### src/host_link_irq_pkg.sv
// Constants and types for the link interrupt event block
package host_link_irq_pkg;

    // Register port geometry
    localparam int ADDR_W = 8;
    localparam int DATA_W = 32;

    // Register byte addresses
    localparam logic [7:0] OFF_EVENT_SET = 8'h80;
    localparam logic [7:0] OFF_EVENT_CLR = 8'h84;
    localparam logic [7:0] OFF_MASK_SET = 8'h88;
    localparam logic [7:0] OFF_MASK_CLR = 8'h8C;

    // Event field positions
    localparam int B_SIXTY_FOUR_SECOND_TICK = 21;
    localparam int B_NEW_ISO_CYCLE_FLAG = 20;
    localparam int B_PHY_REQUEST = 19;
    localparam int B_REGISTER_ACCESS_FAILURE = 18;
    localparam int B_BUS_RESET_ENTERED = 17;
    localparam int B_NODE_IDENT_DONE = 16;
    localparam int B_NODE_IDENT_DONE_STICKY = 15;
    localparam int B_LOCK_RESPONSE_ERROR = 9;
    localparam int B_POSTED_WRITE_ERROR = 8;
    localparam int B_ISO_RECEIVE_SUMMARY = 7;
    localparam int B_ISO_TRANSMIT_SUMMARY = 6;
    localparam int B_RESPONSE_PACKET_STORED = 5;
    localparam int B_REQUEST_PACKET_STORED = 4;
    localparam int B_ASYNC_RX_RESPONSE_CONTEXT = 3;
    localparam int B_ASYNC_RX_REQUEST_CONTEXT = 2;
    localparam int B_RESPONSE_TRANSMIT_DONE = 1;
    localparam int B_REQUEST_TRANSMIT_DONE = 0;
    localparam int B_GLOBAL_INTERRUPT_ENABLE = 31;

    // Event width of this half and DMA context count
    localparam int EVT_W = 22;
    localparam int ASYNC_CTX = 4;

    // Latched event bits; reserved 14:10 and summaries 7:6 excluded
    localparam logic [21:0] LATCHED_BITS = 22'h3F833F;
    // Summary bits that are computed, never stored
    localparam logic [21:0] SUMMARY_BITS = 22'h0000C0;
    // Mask bits that exist in this half
    localparam logic [21:0] MASK_BITS = 22'h3F83FF;

    // Reset values
    localparam logic [21:0] EVENT_RESET = 22'h000000;
    localparam logic [21:0] MASK_RESET = 22'h000000;
    localparam logic [31:0] RDATA_IDLE = 32'h00000000;

    // Cycle timer field widths and watched bit positions
    localparam int SECONDS_W = 7;
    localparam int SECONDS_WATCH_BIT = 6;
    localparam int COUNT_W = 13;
    localparam int COUNT_WATCH_BIT = 0;

    // Strobes from the link core and the DMA units
    typedef struct packed {
        logic phy_request;
        logic bus_reset_entered;
        logic node_ident_done;
        logic lock_response_error;
        logic posted_write_error;
        logic response_packet_stored;
        logic request_packet_stored;
        logic [3:0] ctx_done;
        logic [3:0] ctx_irq_req;
    } event_strobes_t;

    // Register port request
    typedef struct packed {
        logic [7:0] addr;
        logic [31:0] wdata;
        logic wr;
        logic rd;
    } reg_req_t;

endpackage : host_link_irq_pkg
### src/host_link_interrupt_event_low.sv
// Lower half of the link interrupt event register with mask and output
//
// Our own choices: the address-and-strobe port and the register offsets.
`timescale 1ns/10ps

// Notes on behaviour
// - Set 64-second tick when watched cycle seconds bit changes.
// - Set new cycle flag when cycle count low bit toggles.
// - Set PHY request flag on a PHY status interrupt request.
// - Access without link clock sets failure flag before next access.
// - Set bus reset flag when PHY enters bus reset.
// - Set node ident done flag when self-ID stream completes.
// - Node ident done clears in the cycle bus reset becomes set.
// - Sticky ident done sets with primary, ignores bus reset.
// - Bits 14 down to 10 always read as zero.
// - Set lock response error when lock response lacks ack_complete.
// - Set posted write error on host bus error during posted write.
// - Transmit summary is unlatched OR of masked per-context events.
// - Set response packet flag after response packet is stored.
// - Set request packet flag after request packet is stored.
// - Conditionally set receive response DMA flag on completion.
// - Conditionally set receive request DMA flag on completion.
// - Conditionally set response transmit done flag on completion.
// - Conditionally set request transmit done flag on completion.
// - Event interrupts only while its mask bit is one.
// - Global enable clear blocks the interrupt output entirely.
module host_link_interrupt_event_low
    import host_link_irq_pkg::*;
#(
    parameter int ISO_RX_CTX = 8,
    parameter int ISO_TX_CTX = 8
) (
    input wire logic I_CLK_SYS,
    input wire logic I_RST_N,
    input wire logic [ADDR_W-1:0] I_ADDR,
    input wire logic [DATA_W-1:0] I_WDATA,
    input wire logic I_WR,
    input wire logic I_RD,
    output logic [DATA_W-1:0] O_RDATA,
    input wire event_strobes_t I_EVT,
    input wire logic [SECONDS_W-1:0] I_CYCLE_SECONDS_COUNTER,
    input wire logic [COUNT_W-1:0] I_CYCLE_NUMBER_COUNTER,
    input wire logic I_LINK_CLOCK_PRESENT,
    input wire logic [ISO_RX_CTX-1:0] I_ISO_RX_EVENT,
    input wire logic [ISO_RX_CTX-1:0] I_ISO_RX_MASK,
    input wire logic [ISO_TX_CTX-1:0] I_ISO_TX_EVENT,
    input wire logic [ISO_TX_CTX-1:0] I_ISO_TX_MASK,
    output logic O_IRQ,
    output logic [EVT_W-1:0] O_EVENTS
);

    // Address match used by every decode
    function automatic logic addr_hit(input logic [7:0] a,
                                      input logic [7:0] off);
        addr_hit = (a == off);
    endfunction : addr_hit

    reg_req_t req;
    assign req = '{addr: I_ADDR, wdata: I_WDATA, wr: I_WR, rd: I_RD};

    logic [EVT_W-1:0] event_q;
    logic [EVT_W-1:0] event_d;
    logic [EVT_W-1:0] mask_q;
    logic global_en_q;
    logic [EVT_W-1:0] hw_set;
    logic [EVT_W-1:0] sw_set;
    logic [EVT_W-1:0] sw_clr;
    logic [EVT_W-1:0] view;
    logic [DATA_W-1:0] rdata_q;
    logic irq_q;
    logic link_sync1_q;
    logic link_sync2_q;
    logic [SECONDS_W-1:0] seconds_prev_q;
    logic [COUNT_W-1:0] count_prev_q;
    logic timer_valid_q;
    logic access_fail;
    logic bus_reset_rise;
    logic iso_rx_sum;
    logic iso_tx_sum;
    logic [ASYNC_CTX-1:0] ctx_fire;

    // Link clock presence pin synchroniser
    always_ff @(posedge I_CLK_SYS or negedge I_RST_N) begin
        if (!I_RST_N) begin
            link_sync1_q <= 1'b0;
            link_sync2_q <= 1'b0;
        end else begin
            link_sync1_q <= I_LINK_CLOCK_PRESENT;
            link_sync2_q <= link_sync1_q;
        end
    end

    // Previous cycle timer values for change detection
    always_ff @(posedge I_CLK_SYS or negedge I_RST_N) begin
        if (!I_RST_N) begin
            seconds_prev_q <= '0;
            count_prev_q <= '0;
            timer_valid_q <= 1'b0;
        end else begin
            seconds_prev_q <= I_CYCLE_SECONDS_COUNTER;
            count_prev_q <= I_CYCLE_NUMBER_COUNTER;
            timer_valid_q <= 1'b1;
        end
    end

    // Register access while the link clock is absent
    assign access_fail = (req.wr | req.rd) & ~link_sync2_q;

    // Conditional DMA completion
    assign ctx_fire = I_EVT.ctx_done & I_EVT.ctx_irq_req;

    // Unlatched isochronous summaries
    assign iso_rx_sum = |(I_ISO_RX_EVENT & I_ISO_RX_MASK);
    assign iso_tx_sum = |(I_ISO_TX_EVENT & I_ISO_TX_MASK);

    // Hardware event sources
    always_comb begin
        hw_set = '0;
        hw_set[B_SIXTY_FOUR_SECOND_TICK] = timer_valid_q &
            (I_CYCLE_SECONDS_COUNTER[SECONDS_WATCH_BIT] !=
             seconds_prev_q[SECONDS_WATCH_BIT]);
        hw_set[B_NEW_ISO_CYCLE_FLAG] = timer_valid_q &
            (I_CYCLE_NUMBER_COUNTER[COUNT_WATCH_BIT] !=
             count_prev_q[COUNT_WATCH_BIT]);
        hw_set[B_PHY_REQUEST] = I_EVT.phy_request;
        hw_set[B_REGISTER_ACCESS_FAILURE] = access_fail;
        hw_set[B_BUS_RESET_ENTERED] = I_EVT.bus_reset_entered;
        hw_set[B_NODE_IDENT_DONE] = I_EVT.node_ident_done;
        hw_set[B_NODE_IDENT_DONE_STICKY] = I_EVT.node_ident_done;
        hw_set[B_LOCK_RESPONSE_ERROR] = I_EVT.lock_response_error;
        hw_set[B_POSTED_WRITE_ERROR] = I_EVT.posted_write_error;
        hw_set[B_RESPONSE_PACKET_STORED] =
            I_EVT.response_packet_stored;
        hw_set[B_REQUEST_PACKET_STORED] =
            I_EVT.request_packet_stored;
        hw_set[B_ASYNC_RX_RESPONSE_CONTEXT] = ctx_fire[3];
        hw_set[B_ASYNC_RX_REQUEST_CONTEXT] = ctx_fire[2];
        hw_set[B_RESPONSE_TRANSMIT_DONE] = ctx_fire[1];
        hw_set[B_REQUEST_TRANSMIT_DONE] = ctx_fire[0];
    end

    // Software set and clear strobes
    assign sw_set = (req.wr && addr_hit(req.addr, OFF_EVENT_SET)) ?
        req.wdata[EVT_W-1:0] : '0;
    assign sw_clr = (req.wr && addr_hit(req.addr, OFF_EVENT_CLR)) ?
        req.wdata[EVT_W-1:0] : '0;

    // Per-bit next state; set wins over clear
    genvar gi;
    generate
        for (gi = 0; gi < EVT_W; gi++) begin : g_evt
            if (LATCHED_BITS[gi]) begin : g_latched
                assign event_d[gi] = hw_set[gi] | sw_set[gi] |
                    (event_q[gi] & ~sw_clr[gi]);
            end else begin : g_none
                assign event_d[gi] = 1'b0;
            end
        end
    endgenerate

    // Bus reset flag turning on
    assign bus_reset_rise = event_d[B_BUS_RESET_ENTERED] &
        ~event_q[B_BUS_RESET_ENTERED];

    // Event register store
    always_ff @(posedge I_CLK_SYS or negedge I_RST_N) begin
        if (!I_RST_N) begin
            event_q <= EVENT_RESET;
        end else begin
            event_q <= event_d;
            if (bus_reset_rise) begin
                event_q[B_NODE_IDENT_DONE] <= 1'b0;
            end
        end
    end

    // Mask register and global enable
    always_ff @(posedge I_CLK_SYS or negedge I_RST_N) begin
        if (!I_RST_N) begin
            mask_q <= MASK_RESET;
            global_en_q <= 1'b0;
        end else if (req.wr && addr_hit(req.addr, OFF_MASK_SET)) begin
            mask_q <= mask_q | (req.wdata[EVT_W-1:0] & MASK_BITS);
            if (req.wdata[B_GLOBAL_INTERRUPT_ENABLE]) begin
                global_en_q <= 1'b1;
            end
        end else if (req.wr && addr_hit(req.addr, OFF_MASK_CLR)) begin
            mask_q <= mask_q & ~req.wdata[EVT_W-1:0];
            if (req.wdata[B_GLOBAL_INTERRUPT_ENABLE]) begin
                global_en_q <= 1'b0;
            end
        end
    end

    // Full event view with unlatched summaries
    always_comb begin
        view = event_q & LATCHED_BITS;
        view[B_ISO_RECEIVE_SUMMARY] = iso_rx_sum;
        view[B_ISO_TRANSMIT_SUMMARY] = iso_tx_sum;
    end

    // Read data, one cycle after the read strobe
    always_ff @(posedge I_CLK_SYS or negedge I_RST_N) begin
        if (!I_RST_N) begin
            rdata_q <= RDATA_IDLE;
        end else if (req.rd) begin
            rdata_q <= RDATA_IDLE;
            if (addr_hit(req.addr, OFF_EVENT_SET)) begin
                rdata_q[EVT_W-1:0] <= view;
            end else if (addr_hit(req.addr, OFF_EVENT_CLR)) begin
                rdata_q[EVT_W-1:0] <= view & mask_q;
            end else if (addr_hit(req.addr, OFF_MASK_SET) ||
                         addr_hit(req.addr, OFF_MASK_CLR)) begin
                rdata_q[EVT_W-1:0] <= mask_q;
                rdata_q[B_GLOBAL_INTERRUPT_ENABLE] <= global_en_q;
            end
        end else begin
            rdata_q <= RDATA_IDLE;
        end
    end

    // Interrupt output
    always_ff @(posedge I_CLK_SYS or negedge I_RST_N) begin
        if (!I_RST_N) begin
            irq_q <= 1'b0;
        end else begin
            irq_q <= global_en_q &
                (|(view & mask_q));
        end
    end

    assign O_RDATA = rdata_q;
    assign O_IRQ = irq_q;
    assign O_EVENTS = event_q;

endmodule : host_link_interrupt_event_low

### config.mk
export PLATFORM = sky130hd
export DESIGN_NAME = host_link_interrupt_event_low
export DESIGN_NICKNAME = d
export VERILOG_FILES = /design/src/host_link_irq_pkg.sv /design/src/host_link_interrupt_event_low.sv
export SDC_FILE = /design/constraint.sdc
export NUM_CORES = 1
export LEC_CHECK = 0
export BUFFER_PORTS_ARGS = -buffer_cell sky130_fd_sc_hd__buf_2
export CORE_MARGIN = 1.5
export CORE_UTILIZATION = 48
export DETAILED_ROUTE_END_ITERATION = 12
export PLACE_DENSITY = 0.89
export SLEW_MARGIN = 20
export SYNTH_ARGS = -nofsm -noshare
export SYNTH_HDL_FRONTEND = slang
export SYNTH_SLANG_ARGS = --single-unit
export TNS_END_PERCENT = 5
### constraint.sdc
create_clock -name I_CLK_SYS -period 2.3 [get_ports I_CLK_SYS]
set_clock_uncertainty 0.05 [all_clocks]
set_input_delay 0.345 -clock I_CLK_SYS [delete_from_list [all_inputs] [get_ports I_CLK_SYS]]
set_output_delay 0.345 -clock I_CLK_SYS [all_outputs]
set_load 0.02 [all_outputs]
==> results.sh <==
export IMPL_min_to="link_sync1_q$_DFF_PN0_"
export IMPL_slew_viol_final=0
export IMPL_yosys_warnings=0
export IMPL_diodes=0
export IMPL_syn_avg_cell_area_sq_um=12.1
export IMPL_synthTopCellsByArea="dfrtp_1 56%, o221a_2 6.4%, mux2i_1 6.1%"
export IMPL_cp_max_fo=15
export IMPL_yosys_area_top_type_share=0.563
export IMPL_gp_congestion=0.809
export IMPL_grt_max_degree=36
export IMPL_worstReg2RegEnd="O_IRQ$_DFF_PN0_"
export IMPL_drtAntennaViolNets=0
export IMPL_drive_above_1_share=0.444
export IMPL_clock_sinks=67
export IMPL_max_slew_worst_pin_slew_ps=733
export IMPL_synth_area_sq_um=2980
export IMPL_cts_max_level=3
export IMPL_finalCriticalPeriod_ps=1760
export IMPL_slew_headroom=0.511
export IMPL_min_path_type="primary input to register"
export IMPL_fp_row_count=28
export IMPL_dr_pass1_iters=4
export IMPL_synth_top_cell_by_area="dfrtp_1"
export IMPL_hpwl_um=5510
export IMPL_routed_wl_um=7350
export IMPL_clk_path_buf_depth=2
export IMPL_via_per_inst=5.39
export IMPL_initial_core_util=0.500
export IMPL_rr_startpoint="O_EVENTS[18]$_DFF_PN0_"
export IMPL_critPathKind="primary input to register"
export IMPL_period_share=0.767
export IMPL_cts_inserted_buffers=9
export IMPL_fp_coreArea_sq_um=5960
export IMPL_hold_viol=0
export IMPL_worstRegToRegCells=4
export IMPL_cts_root_buf="clkbuf_8"
export IMPL_startpoint="I_ADDR[1]"
export IMPL_synthDistinctLibCells=31
export IMPL_tns_ps=0
export IMPL_die_area_sq_um=6690
export IMPL_cp_end_kind="register"
export IMPL_wl_per_cell_um=16.0
export IMPL_crit_required_ps=2460
export IMPL_final_nets=492
export IMPL_port_buffers=123
export IMPL_max_freq_ghz=0.567
export IMPL_rsz0062_at_grt="no"
export IMPL_rrSetupSlack_ps=710
export IMPL_io_pin_count=167
export IMPL_via_count=2481
export IMPL_max_vdd_ir_drop_v=0.000470
export IMPL_clkTransAtPathRegs_ps=70
export IMPL_grt_pass1_vias=2455
export IMPL_fillers=491
export IMPL_ys_seq_area_frac=0.563
export IMPL_worstSkewPairLatency_ps=330
export IMPL_cts_tree="done"
export IMPL_grt_first_pass_wirelength_um=11100
export IMPL_drc=0
export IMPL_synthCells=246
export IMPL_syn_to_final_growth_pct=30.7
export IMPL_drt_iter0_drc=111
export IMPL_ys_ff_latch=67
export IMPL_grt_overflow_total=0
export IMPL_grt_use_total=0.227
export IMPL_whs_path_depth=1
export IMPL_finalPower_mw=2.38
export IMPL_antenna_found_initial=0
export IMPL_hp_start="I_LINK_CLOCK_PRESENT"
export IMPL_crit_path_start_kind="primary input"
export IMPL_maxCapViolations=0
export IMPL_die_w_um=81.8
export IMPL_powerDensity_nw_per_um2=611
export IMPL_crit_arrival_ps=1920
export IMPL_leakagePower_nw=2.07
export IMPL_die_y_um=81.8
export IMPL_post_cts_setup_buffers=0
export IMPL_status="finished, final reports clean"
export IMPL_finalSetupViolCount=0
-- placed cells by master (no fill, tap or decap), types with 2 or more instances in the layout --
master / n
a21boi_0: 12
a21oi_1: 2
a221o_1: 13
a22oi_1: 14
and2_1: 2
and3_1: 6
buf_12: 3
buf_2: 123
buf_4: 7
clkbuf_1: 2
clkbuf_8: 10
clkinvlp_4: 2
conb_1: 17
dfrtp_1: 67
inv_1: 19
mux2i_1: 18
nand2_1: 28
nand4_1: 3
nor2_1: 2
o221a_2: 17
xor2_1: 2
-- cell usage after synthesis (all sizes together) --
cell,count
dfrtp,67
nand2,28
buf,22
inv,19
mux2i,18
o221a,17
a22oi,14
a221o,13
a21boi,12
and3,6
clkbuf,4
nand4,3
nor2,3
a21oi,2
and2,2
conb,2
xor2,2
a211oi,1
a21bo,1
a21o,1
a222oi,1
nand3,1
nand3b,1
nor3,1
nor3b,1
nor4,1
nor4b,1
o22a,1
or4,1
-- what timing repair did --
item	CTS	global route
gates resized for setup	0	0
hold endpoints to repair	9	0
hold buffers	1	0
-- kinds of logic after synthesis --
kind of cell,after synthesis,synth area share
flops,67,0.563
compound gates,63,0.192
simple gates,49,0.0950
buf+inv,45,0.0815
mux,18,0.0605
xor+xnor,2,0.00588
other cells,2,0.00252
-- metrics by stage --
stage          std cells  utilization  hold slack, ps  setup WS, ps  cell area (sq um)
2_1_floorplan        261            -          -0.591           346               3030
3_3_place_gp         443        0.619             179           240               3680
3_5_place_dp         443        0.619             182           190               3680
4_1_cts              460        0.653            52.1           540               3890
5_1_grt              460        0.654            49.4           486               3890
6_report             460        0.654            65.9           537               3890
-- power breakdown --
part / internal, mW / total (mW) / switching, mW / leakage [nW]
logic: 0.0839 / 0.205 / 0.121 / 1.23
clock network: 0.529 / 0.957 / 0.427 / 0.0926
registers: 1.20 / 1.22 / 0.0148 / 0.752
-- area by class of cell --
| class | count | area, sq um | area share |
|---|---|---|---|
| clock buffer | 12 | 145 | 0.0373 |
| clock inverter | 4 | 50.0 | 0.0129 |
| multi-input combinational | 149 | 1120 | 0.287 |
| sequential | 67 | 1680 | 0.431 |
| inverter | 19 | 71.3 | 0.0183 |
| tap | 75 | 93.8 | 0.0241 |
| timing repair buffer | 134 | 738 | 0.190 |
-- critical path, stage by stage --
cell     delay, ps
buf_2          100
or4_4          590
nor4b_4        330
buf_12         190
nand2_1         70
a221o_1        300
-- worst max-delay path by stage --
stage | endpoint
floorplan | O_EVENTS[18]$_DFF_PN0_
CTS | O_EVENTS[9]$_DFF_PN0_
global route | O_EVENTS[9]$_DFF_PN0_
finish | O_EVENTS[9]$_DFF_PN0_
detailed placement | O_EVENTS[9]$_DFF_PN0_
global placement | O_EVENTS[3]$_DFF_PN0_
-- layer usage --
| metal | wire length (um) | share of wire | GRT usage |
|---|---|---|---|
| met3 | 684 | 0.093 | 0.0644 |
| met5 | 0 | 0 | 0 |
| met4 | 128 | 0.017 | 0.0864 |
| met1 | 2750 | 0.37 | 0.262 |
| met2 | 3790 | 0.52 | 0.398 |
Power figures use the tool's default switching activity.
